==> src/rtl/pic_operation_command_three_pkg.sv <==
// constants for the command word three decode and trigger select block
package pic_operation_command_three_pkg;

    // =========================================================
    // i/o port addresses
    localparam logic [15:0] ADDR_CMD_MAIN  = 16'h0020;
    localparam logic [15:0] ADDR_CMD_CASC  = 16'h00A0;
    localparam logic [15:0] ADDR_TRIG_LOW  = 16'h04D0;
    localparam logic [15:0] ADDR_TRIG_HIGH = 16'h04D1;

    // =========================================================
    // command byte field positions
    localparam int OCW_SPECIAL_BIT    = 6;
    localparam int OCW_SPECIAL_EN_BIT = 5;
    localparam int OCW_INIT_BIT       = 4;
    localparam int OCW_SELECT_BIT     = 3;
    localparam int OCW_POLL_BIT       = 2;
    localparam int OCW_READ_CMD_BIT   = 1;
    localparam int OCW_READ_ISR_BIT   = 0;

    // poll answer byte layout
    localparam int POLL_PENDING_BIT   = 7;
    localparam int POLL_LEVEL_MSB     = 2;

    // =========================================================
    // reset and idle values
    localparam logic [7:0] TRIG_RESET    = 8'h00;
    localparam logic [7:0] READ_UNMAPPED = 8'h00;
    localparam logic [7:0] BYTE_ZERO     = 8'h00;

    // status read selection, irr is the default after init
    typedef enum logic {
        SEL_IRR = 1'b0,
        SEL_ISR = 1'b1
    } read_sel_e;

endpackage

==> src/rtl/pic_request_latch.sv <==
// request latch for eight inputs with edge or level triggering
`timescale 1ns/1ns

module pic_request_latch
    import pic_operation_command_three_pkg::*;
(
    input  wire logic       clk_i,
    input  wire logic       nrst_i,
    input  wire logic       ce_i,
    input  wire logic       init_i,
    input  wire logic [7:0] line_i,
    input  wire logic [7:0] level_mode_i,
    input  wire logic [7:0] clear_i,
    output logic      [7:0] pending_o
);

    // =========================================================
    // previous line and trigger state for edge detection
    logic [7:0] line_prev;
    logic [7:0] mode_prev;

    always_ff @(posedge clk_i) begin
        if (!nrst_i) begin
            line_prev <= BYTE_ZERO;
            mode_prev <= TRIG_RESET;
        end else if (ce_i) begin
            line_prev <= line_i;
            mode_prev <= level_mode_i;
        end
    end

    // =========================================================
    // one latch per input
    genvar b;
    generate
        for (b = 0; b < 8; b++) begin : g_bit
            logic edge_set;
            logic false_set;
            // rising edge, or level to edge switch with line high
            assign edge_set  = line_i[b] & ~line_prev[b];
            assign false_set = mode_prev[b] & ~level_mode_i[b]
                               & line_i[b];

            // latch regardless of masking, set wins over clear
            always_ff @(posedge clk_i) begin
                if (!nrst_i) begin
                    pending_o[b] <= 1'b0;
                end else if (ce_i) begin
                    if (level_mode_i[b]) begin
                        pending_o[b] <= line_i[b];
                    end else if (edge_set || false_set) begin
                        pending_o[b] <= 1'b1;
                    end else if (init_i || clear_i[b]) begin
                        pending_o[b] <= 1'b0;
                    end
                end
            end
        end
    endgenerate

endmodule // pic_request_latch

==> src/rtl/pic_operation_command_three_and_edge_level_ctrl.sv <==
// command word three decode, status read select and trigger select
`timescale 1ns/1ns

module pic_operation_command_three_and_edge_level_ctrl
    import pic_operation_command_three_pkg::*;
(
    input  wire logic        clk_i,
    input  wire logic        nrst_i,
    input  wire logic        ce_i,
    input  wire logic [15:0] io_addr_i,
    input  wire logic        io_wr_i,
    input  wire logic        io_rd_i,
    input  wire logic [7:0]  io_wdata_i,
    input  wire logic [15:0] irq_line_i,
    input  wire logic [15:0] irq_mask_i,
    input  wire logic [15:0] in_service_i,
    input  wire logic [15:0] req_clear_i,
    output logic      [7:0]  io_rdata_o,
    output logic      [15:0] request_pending_o,
    output logic      [15:0] level_mode_o,
    output logic      [1:0]  special_mask_o,
    output logic      [1:0]  poll_ack_o,
    output logic      [1:0]  init_seen_o
);

    // =========================================================
    // highest priority unmasked request, lowest index wins
    function automatic logic [3:0] prio_pick(input logic [7:0] req);
        logic [3:0] pick;
        pick = 4'h0;
        for (int i = 7; i >= 0; i--) begin
            if (req[i]) begin
                pick = {1'b1, i[2:0]};
            end
        end
        return pick;
    endfunction

    // =========================================================
    // address decode
    logic [1:0]      cmd_hit;
    logic [1:0]      cmd_wr;
    logic [1:0]      cmd_rd;
    logic [1:0]      init_pulse;
    logic [1:0][7:0] cmd_rdata;
    logic [1:0]      poll_take;
    logic            trig_low_hit;
    logic            trig_high_hit;

    assign cmd_hit[0]    = (io_addr_i == ADDR_CMD_MAIN);
    assign cmd_hit[1]    = (io_addr_i == ADDR_CMD_CASC);
    assign trig_low_hit  = (io_addr_i == ADDR_TRIG_LOW);
    assign trig_high_hit = (io_addr_i == ADDR_TRIG_HIGH);

    // =========================================================
    // trigger select registers
    logic [7:0] trig_low;
    logic [7:0] trig_high;

    always_ff @(posedge clk_i) begin
        if (!nrst_i) begin
            trig_low  <= TRIG_RESET;
            trig_high <= TRIG_RESET;
        end else if (ce_i && io_wr_i) begin
            if (trig_low_hit) begin
                trig_low <= io_wdata_i;
            end
            if (trig_high_hit) begin
                trig_high <= io_wdata_i;
            end
        end
    end

    // mode output mirrors the registers
    always_ff @(posedge clk_i) begin
        if (!nrst_i) begin
            level_mode_o <= {TRIG_RESET, TRIG_RESET};
        end else if (ce_i) begin
            level_mode_o <= {trig_high, trig_low};
        end
    end

    // =========================================================
    // per controller command decode and status read select
    genvar c;
    generate
        for (c = 0; c < 2; c++) begin : g_ctrl
            read_sel_e  rd_sel;
            logic       poll_armed;
            logic [7:0] stat_req;
            logic [7:0] stat_isr;
            logic [3:0] pick;
            logic       is_operation_command_three;

            assign cmd_wr[c]     = io_wr_i & cmd_hit[c];
            assign cmd_rd[c]     = io_rd_i & cmd_hit[c];
            // init word one decodes ahead of any operation word
            assign init_pulse[c] = cmd_wr[c]
                                   & io_wdata_i[OCW_INIT_BIT];
            assign is_operation_command_three       = cmd_wr[c]
                                   & ~io_wdata_i[OCW_INIT_BIT]
                                   & io_wdata_i[OCW_SELECT_BIT];
            assign stat_req      = request_pending_o[8*c +: 8];
            assign stat_isr      = in_service_i[8*c +: 8];
            assign pick          = prio_pick(stat_req
                                             & ~irq_mask_i[8*c +: 8]);
            assign poll_take[c]  = cmd_rd[c] & poll_armed;

            // status read selection kept until reselected, init word one returns it to irr
            always_ff @(posedge clk_i) begin
                if (!nrst_i) begin
                    rd_sel <= SEL_IRR;
                end else if (ce_i) begin
                    if (init_pulse[c]) begin
                        rd_sel <= SEL_IRR;
                    end else if (is_operation_command_three
                                 && io_wdata_i[OCW_READ_CMD_BIT]) begin
                        rd_sel <= io_wdata_i[OCW_READ_ISR_BIT]
                                  ? SEL_ISR : SEL_IRR;
                    end
                    // bit 1 clear holds the choice
                end
            end

            // special mask mode
            always_ff @(posedge clk_i) begin
                if (!nrst_i) begin
                    special_mask_o[c] <= 1'b0;
                end else if (ce_i) begin
                    if (init_pulse[c]) begin
                        special_mask_o[c] <= 1'b0;
                    end else if (is_operation_command_three
                                 && io_wdata_i[OCW_SPECIAL_EN_BIT]) begin
                        special_mask_o[c] <=
                            io_wdata_i[OCW_SPECIAL_BIT];
                    end
                end
            end

            // poll request armed until the next read, a write wins
            always_ff @(posedge clk_i) begin
                if (!nrst_i) begin
                    poll_armed <= 1'b0;
                end else if (ce_i) begin
                    if (init_pulse[c]) begin
                        poll_armed <= 1'b0;
                    end else if (is_operation_command_three) begin
                        poll_armed <= io_wdata_i[OCW_POLL_BIT];
                    end else if (poll_take[c]) begin
                        poll_armed <= 1'b0;
                    end
                end
            end

            // read data for this command port
            always_comb begin
                cmd_rdata[c] = BYTE_ZERO;
                if (poll_armed) begin
                    cmd_rdata[c][POLL_PENDING_BIT] = pick[3];
                    cmd_rdata[c][POLL_LEVEL_MSB:0] = pick[2:0];
                end else if (rd_sel == SEL_ISR) begin
                    cmd_rdata[c] = stat_isr;
                end else begin
                    cmd_rdata[c] = stat_req;
                end
            end

            // request latch of this controller
            pic_request_latch u_latch (
                .clk_i        (clk_i),
                .nrst_i       (nrst_i),
                .ce_i         (ce_i),
                .init_i       (init_pulse[c]),
                .line_i       (irq_line_i[8*c +: 8]),
                .level_mode_i (c == 0 ? trig_low : trig_high),
                .clear_i      (req_clear_i[8*c +: 8]),
                .pending_o    (request_pending_o[8*c +: 8])
            );
        end
    endgenerate

    // =========================================================
    // read data mux, registered
    logic [7:0] next_rdata;

    always_comb begin
        next_rdata = READ_UNMAPPED;
        if (cmd_hit[0]) begin
            next_rdata = cmd_rdata[0];
        end else if (cmd_hit[1]) begin
            next_rdata = cmd_rdata[1];
        end else if (trig_low_hit) begin
            next_rdata = trig_low;
        end else if (trig_high_hit) begin
            next_rdata = trig_high;
        end
    end

    always_ff @(posedge clk_i) begin
        if (!nrst_i) begin
            io_rdata_o <= READ_UNMAPPED;
        end else if (ce_i && io_rd_i) begin
            io_rdata_o <= next_rdata;
        end
    end

    // =========================================================
    // poll acknowledge and init event pulses
    always_ff @(posedge clk_i) begin
        if (!nrst_i) begin
            poll_ack_o  <= 2'h0;
            init_seen_o <= 2'h0;
        end else if (ce_i) begin
            poll_ack_o  <= poll_take;
            init_seen_o <= init_pulse;
        end
    end

endmodule // pic_operation_command_three_and_edge_level_ctrl

==> config.mk <==
export PLATFORM = sky130hd
export DESIGN_NAME = pic_operation_command_three_and_edge_level_ctrl
export DESIGN_NICKNAME = d
export VERILOG_FILES = /design/src/rtl/pic_operation_command_three_pkg.sv /design/src/rtl/pic_request_latch.sv /design/src/rtl/pic_operation_command_three_and_edge_level_ctrl.sv
export SDC_FILE = /design/constraint.sdc
export NUM_CORES = 1
export LEC_CHECK = 0
export ABC_AREA = 1
export BUFFER_PORTS_ARGS = -buffer_cell sky130_fd_sc_hd__buf_4
export CAP_MARGIN = 40
export CORE_MARGIN = 8
export CORE_UTILIZATION = 50
export CTS_CLUSTER_SIZE = 10
export DETAILED_ROUTE_END_ITERATION = 8
export PLACE_DENSITY = 0.79
export SYNTH_ARGS = -nofsm -noshare
export SYNTH_HDL_FRONTEND = slang
export SYNTH_SLANG_ARGS = --single-unit
==> constraint.sdc <==
create_clock -name clk_i -period 4.4 [get_ports clk_i]
set_input_delay 0.88 -clock clk_i [delete_from_list [all_inputs] [get_ports clk_i]]
set_output_delay 0.88 -clock clk_i [all_outputs]
set_load 0.02 [all_outputs]
# --- Yosys cells after proc, flatten, opt, wreduce, memory -nomap -nowiden ---
# Index checks and enable logic that the tools add are counted.
# W data, S select, Z words.
totals:
  regBits: 98
  latch_bits: 0
  ramBits: 0
  rom_bits: 0
  in_bits: 93
  output_inout_bits: 46
  elab_cells: 308
  n_memories: 0
classes:
  add_sub_neg: 0
  mul: 0
  div_mod_pow: 0
  n_lt_le_gt_ge: 0
  eq_ne: 4
  shifts: 0
  mux: 91
  bitwise: 97
  reduce_logical: 84
ops:
  columns: ["operator", "count"]
  rows:
  - ["$mux W4", 18]
  - ["$mux W1", 65]
  - ["$and A1 B1 Y1", 60]
  - ["$reduce_bool A3 Y1", 18]
  - ["$mux W8", 6]
  - ["$reduce_and A2 Y1", 24]
  - ["$not A1 Y1", 33]
  - ["$eq A16 B11 Y1 const B", 2]
  - ["$logic_or A1 B1 Y1", 32]
  - ["$and A8 B8 Y8", 2]
  - ["$eq A16 B6 Y1 const B", 1]
  - ["$eq A16 B8 Y1 const B", 1]
  - ["$not A8 Y8", 2]
  - ["$reduce_bool A2 Y1", 4]
  - ["$logic_and A1 B1 Y1", 6]
  - ["$mux W3", 2]

# --- Depth between registers and ports, before layout ---
# Gate-level depths: netlist (run 1).
logic_depth:
  ltp_word: 13
  mapped_depth: 14
  depth_no_buf: 14

# --- Modules after synthesis ---
# A second synthesis (run 1) with hierarchy kept.
unflattened:
  hier_cells: 780
  hier_area_um2: 5061.1
by_module_without_submodules:
  columns: ["module", "n_inst", "cells_each", "area_each_um2", "seq_area_each_um2"]
  rows:
  - ["pic_operation_command_three_and_edge_level_ctrl", 1, 476, 2944.1, 1001.0]
  - ["pic_request_latch", 2, 152, 1058.5, 480.5]

# --- Worst setup path before layout (run 1) ---
# Ideal clock, no wire load.
synth_timing:
  kind: "input-to-reg"
  startpoint: "input io_addr_i[13]"
  endpoint: "register g_ctrl[0].rd_sel"
  setup_time_ns: 0.117
  arrival_time_ns: 1.952
  required_time_ns: 4.283
  setup_slack_ns: 2.331
  stages: 10
  path_buffers: 0
  path_cell_list: "nor2_1 -> nand2_2 -> nor2_4 -> nand2_4 -> nor2_8 -> nand2_2 -> a21oi_2 -> nand2_2 -> o21ai_0 -> nor2_1"
synth_via:
  elab_chain_cells: 7
  elab_cells_between_ends: 9
  classes_between: "eq/ne (1); mux (1); bitwise (4); reduce/logical (3)"
synth_lines:
  columns: ["item", "line_no", "rtl"]
  rows:
  - ["from (decl)", "pic_operation_command_three_and_edge_level_ctrl.sv:10", "input wire logic [15:0] io_addr_i,"]
  - ["$eq A16 B6 Y1 (*)", "pic_operation_command_three_and_edge_level_ctrl.sv:50", "assign cmd_hit[0] = (io_addr_i == ADDR_CMD_MAIN);"]
  - ["$and A1 B1 Y1 (*)", "pic_operation_command_three_and_edge_level_ctrl.sv:95", "assign cmd_wr[c] = io_wr_i & cmd_hit[c];"]
  - ["$and A1 B1 Y1", "pic_operation_command_three_and_edge_level_ctrl.sv:101", "& ~io_wdata_i[OCW_INIT_BIT]"]
  - ["$and A1 B1 Y1", "pic_operation_command_three_and_edge_level_ctrl.sv:102", "& io_wdata_i[OCW_SELECT_BIT];"]
  - ["$logic_and A1 B1 Y1", "pic_operation_command_three_and_edge_level_ctrl.sv:117", "&& io_wdata_i[OCW_READ_CMD_BIT]) begin"]
  - ["$reduce_bool A2 Y1 (no line)", null, null]
  - ["$reduce_and A2 Y1 (no line)", null, null]
  - ["to (signal assigned)", "pic_operation_command_three_and_edge_level_ctrl.sv:118", "rd_sel <= io_wdata_i[OCW_READ_ISR_BIT]"]
  - ["to (decl)", "pic_operation_command_three_and_edge_level_ctrl.sv:88", "read_sel_e rd_sel;"]
# Mark *: on every way between the ends. The rest lies on a longest branch, timed or not.
# A chain may end at the register's enable or synchronous reset.

==> flow_summary.ini, run 1 <==
[timing]
tightest_slew_ns = 0.7688
hold_viol = 0
fin_setup_tns_ns = 0
fmax_mhz = 405.0
finalCritPeriodShare = 0.5612
rsz0062_at_grt = false
setup_viol = 0
skew_ns = 0.009763
worst_slack_ns = 1.931
min_period_ns = 2.469
drv_slew = 0
maxSlewHeadroom = 0.4843

[worst_setup_path]
startpoint_type = input pin
required_ns = 4.62
crit_fanout = 69
arrival_ns = 2.69
cpMaxStageDelayCell = clkinv_1
crit_chain = buf_4 > clkinv_1 > o21ai_0 > a21oi_1
cpLargestDelayFamily = buffers and inverters
cp_num_buf_inv = 2
worst_setup_path_end_kind = flop
slowest_delay_ns = 0.82
critical_path_class = in -> reg

[synthesis]
synth-seq-cells = 82
synth.distinct_cells = 34
syn_area_per_cell_um2 = 6.874
syn-instance-count = 601
syn-num-nets = 694
synth_area_um2 = 4131
ys_warn_count = 0
seq_area_frac_synth = 0.3973

[cts]
root_buffer = clkbuf_8
insertion_delay_ns = 0.36
clock-sinks = 82
cts_hold_buf = 0
cts_tree = done
post_cts_buffers = 0
h-tree-depth = 3
cts_buffers = 9
cts_resized = 0
clk_path_buf_depth = 2
path_clk_slew_ns = 0.09

[cells_and_area]
layout-drive-gt1-share = 0.2575
fillers = 752
layout_common_cells = 139 x buf_4, 124 x nand2_1, 95 x a21oi_1
seq_area_um2 = 1642
multi_input_area_um2 = 2131
nets = 822
antenna_cells = 0
syn_to_final_growth_pct = 30.50
layout_commonest_cell = buf_4

[drt]
drt_iter0_drc = 288
drcViolationCount = 0
wirelength_um = 13160
viasPerCell = 5.329
dr_total_vias = 4471
dr.pass1.iters = 5
wl_per_cell_um = 15.69
postRouteAntennaNets = 0

[placement]
hpwl_um = 10390
post-place-ws_ns = 1.577
numPortBuffers = 138
place.gp.congestion = 0.8587

[power]
max-vdd-ir-drop_mv = 0.2046
p_leak_nw = 2.448
p_per_area_nw_per_um2 = 285.0

[floorplanning]
initial_core_util = 0.5079
fp-row-count = 33
fp.dieH_um = 106.9
core_area_um2 = 8134
pin_count = 139
dieArea_um2 = 11430
die_x_um = 106.9

[worst_hold_path]
worstHoldPathType = reg -> reg

[grt]
grt_pass1_vias = 4524
grt_max_degree = 70
antenna_found_initial = 0
grt_overflow = 0
grt_pass1_wl_um = 21230
groute.usage.overall = 0.2273

[job]
maxCapViolations = 0

[status]
outcome = finished, final reports clean
flip-flops by register name, indices dropped and copies added, names as in the netlist, 8 cells and up:
| name | count |
|---|---|
| trig_high | 8 |
| level_mode_o | 15 |
| g_ctrl.u_latch.pending_o | 16 |
| g_ctrl.u_latch.line_prev | 16 |
| trig_low | 8 |
| io_rdata_o | 8 |
power breakdown:
part	switching (W)	internal [W]	total, W
Combinational	0.000131	0.000117	0.000247
Sequential	0.0000223	0.000769	0.000791
Clock	0.000290	0.000207	0.000498
worst paths after layout:
path | from | to | slack (ns) | cells after the start
min reg2reg | g_ctrl[1].u_latch.line_prev[5] | g_ctrl[1].u_latch.line_prev[5] | 0.46 | 2
max reg2reg | g_ctrl[1].u_latch.pending_o[3] | io_rdata_o[1] | 2.85 | 11
max | ce_i | g_ctrl[1].u_latch.mode_prev[7] | 1.93 | 4
min | g_ctrl[1].u_latch.line_prev[5] | g_ctrl[1].u_latch.line_prev[5] | 0.46 | 2
per-layer routing:
metal | track usage | share of wire | up-vias
met5 | 0 | 0 | -
met4 | 0.07538 | 0.014 | 0
met3 | 0.05879 | 0.063 | 17
met2 | 0.3912 | 0.50 | 132
met1 | 0.2687 | 0.42 | 2058
li1 | - | - | 2264
final cells by class:
class / instances / area share
multi-input cells: 426 / 0.3952
clock inverters: 7 / 0.009979
inverters: 71 / 0.04943
flip-flops and latches: 82 / 0.3045
clock buffers: 9 / 0.02298
well taps: 105 / 0.02437
repair buffers: 139 / 0.1935
worst min-delay path, cell delays in order (launching register included):
cell and delay, ns:
dfxtp_1 0.32, nand2_1 0.06, a21oi_1 0.05
cell families (layout without fill, tap and decap cells):
logic type / Yosys count / in the layout / share of synthesized area
AND/OR/NAND/NOR: 228 / 228 / 0.2550
AO/OA/AOI/OAI: 198 / 198 / 0.2608
buffers and inverters: 93 / 226 / 0.08692
flip-flops: 82 / 82 / 0.3973
through the flow:
step	hold WS [ns]	total power [W]	cells	cell area, um2	util
after floorplan	0.4410	0.0009264	601	4131	-
after global routing	0.4825	0.001596	839	5391	0.6628
after global placement	0.4475	0.001050	823	5214	0.6410
final	0.4644	0.001536	839	5391	0.6628
after CTS	0.4649	0.001538	839	5391	0.6628
after detailed placement	0.4518	0.001055	823	5214	0.6410
cells in the mapped netlist, drive strengths merged:
cell type | instances | area [um2]
a211oi | 1 | 7.510
nand3 | 32 | 165.2
and2 | 2 | 12.51
nand3b | 3 | 22.52
nand4 | 6 | 43.79
nor4 | 4 | 25.02
a31o | 3 | 26.28
o211ai | 9 | 67.56
a21oi | 97 | 493.0
a31oi | 2 | 12.51
o21bai | 12 | 90.09
o22ai | 1 | 6.260
buf | 3 | 21.27
nand2 | 132 | 525.5
clkbuf | 19 | 71.32
nor2 | 37 | 183.9
dfxtp | 82 | 1642
clkinv | 1 | 3.750
inv | 70 | 262.8
or2 | 12 | 75.07
o21a | 2 | 15.01
o21ai | 71 | 359.1
Power figures use the tool's default switching activity.
==> run 2, diff against run 1 <==
==> constraint.sdc (replaced) <==
create_clock -name clk_i -period 2.3 [get_ports clk_i]
set_input_delay 0.46 -clock clk_i [delete_from_list [all_inputs] [get_ports clk_i]]
set_output_delay 0.46 -clock clk_i [all_outputs]
set_load 0.02 [all_outputs]
==> flow_summary.ini, run 2 (same netlist as run 1, synthesis figures left out) <==
[status]
outcome = finished, final reports clean

[timing]
fmax_mhz = 591.7
finalCritPeriodShare = 0.7348
fin_setup_tns_ns = 0
tightest_slew_ns = 0.4250
hold_slack_ns = 0.3821
min_period_ns = 1.690
drv_slew = 0
maxSlewHeadroom = 0.7141
rsz0062_at_grt = false
skew_ns = 0.009469
setup_viol = 0
hold_viol = 0

[worst_hold_path]
worstHoldPathType = in -> reg
holdPathStages = 3

[cells_and_area]
top_regs = g_ctrl.u_latch.line_prev x16, g_ctrl.u_latch.pending_o x16, level_mode_o x15
layout-drive-gt1-share = 0.2602
layout_common_cells = 143 x buf_4, 124 x nand2_1, 95 x a21oi_1
layout_commonest_cell = buf_4
nets = 826
syn_to_final_growth_pct = 31.22
antenna_cells = 0

[grt]
grt_max_degree = 42
grt_pass1_wl_um = 21660
antenna_found_initial = 0
groute.usage.overall = 0.2321
grt_pass1_vias = 4416
grt_overflow = 0

[worst_setup_path]
required_ns = 2.54
reg2reg_slack_ns = 0.74
r2r_cells = 9
critical_path_class = in -> reg
crit_fanout = 13
worst_setup_path_end_kind = flop
startpoint_type = input pin
arrival_ns = 1.93

[floorplanning]
pin_count = 139
fp-row-count = 33
die_x_um = 106.9
dieArea_um2 = 11430
initial_core_util = 0.5079
core_area_um2 = 8134
fp.dieH_um = 106.9

[cts]
cts_tree = done
path_clk_slew_ns = 0.09
cts_hold_buf = 0
root_buffer = clkbuf_8
insertion_delay_ns = 0.35
cts_resized = 0
clock-sinks = 82
clk_path_buf_depth = 2
cts_buffers = 9
h-tree-depth = 3
post_cts_buffers = 0

[drt]
dr_total_vias = 4521
postRouteAntennaNets = 0
drt_iter0_drc = 230
dr.pass1.iters = 4
viasPerCell = 5.363
wirelength_um = 13420
drcViolationCount = 0
wl_per_cell_um = 15.92

[job]
maxCapViolations = 0

[power]
p_per_area_nw_per_um2 = 543.5
p_leak_nw = 2.462
max-vdd-ir-drop_mv = 0.3192

[placement]
numPortBuffers = 138
place.gp.congestion = 0.9362
hpwl_um = 10770
==> run 2: worst paths after layout <==
kind	endpoint	from
max	trig_high[0]	io_addr_i[15]
min	g_ctrl[1].u_latch.line_prev[1]	irq_line_i[9]
max reg2reg	io_rdata_o[2]	g_ctrl[1].u_latch.pending_o[4]
min reg2reg	special_mask_o[0]	special_mask_o[0]
==> run 2: layout make-up <==
type	instances	area, um2
timing repair buffer	143	1074
multi-input combinational	426	2131
sequential	82	1642
inverter	71	266.5
fill	748	2713
tap	105	131.4
clock inverter	6	50.05
clock buffer	10	127.6
==> run 2: critical path, cell delays in order <==
cell and delay (ns):
buf_4 0.11, nor2_1 0.13, nand2_2 0.11, nor2_2 0.27, nand4_1 0.40, inv_1 0.24
a21oi_1 0.09, o21a_1 0.11
==> run 2: report_power, final <==
part | internal, W | switching (W)
combinational | 0.000228 | 0.000255
sequential | 0.00147 | 0.0000423
clock | 0.000403 | 0.000547
total | 0.00210 | 0.000844
==> run 2: metrics by stage <==
step           total power (W)  worst slack, ns  cell area, um2    util  cells
6_report              0.002946           0.6099            5421  0.6665    843
5_1_grt               0.003072           0.4323            5421  0.6665    843
4_1_cts               0.002958           0.6324            5421  0.6665    843
3_5_place_dp          0.002028           0.2581            5244  0.6447    827
3_3_place_gp          0.002014           0.3384            5244  0.6447    827
2_1_floorplan         0.001772           0.6514            4131       -    601
==> run 2: layer usage <==
layer | global-route usage | vias to the layer above | part of all wire
met5 | 0 | - | 0
met4 | 0.07035 | 0 | 0.013
met3 | 0.05399 | 15 | 0.069
met2 | 0.4054 | 140 | 0.50
met1 | 0.2754 | 2100 | 0.41
li1 | - | 2266 | -
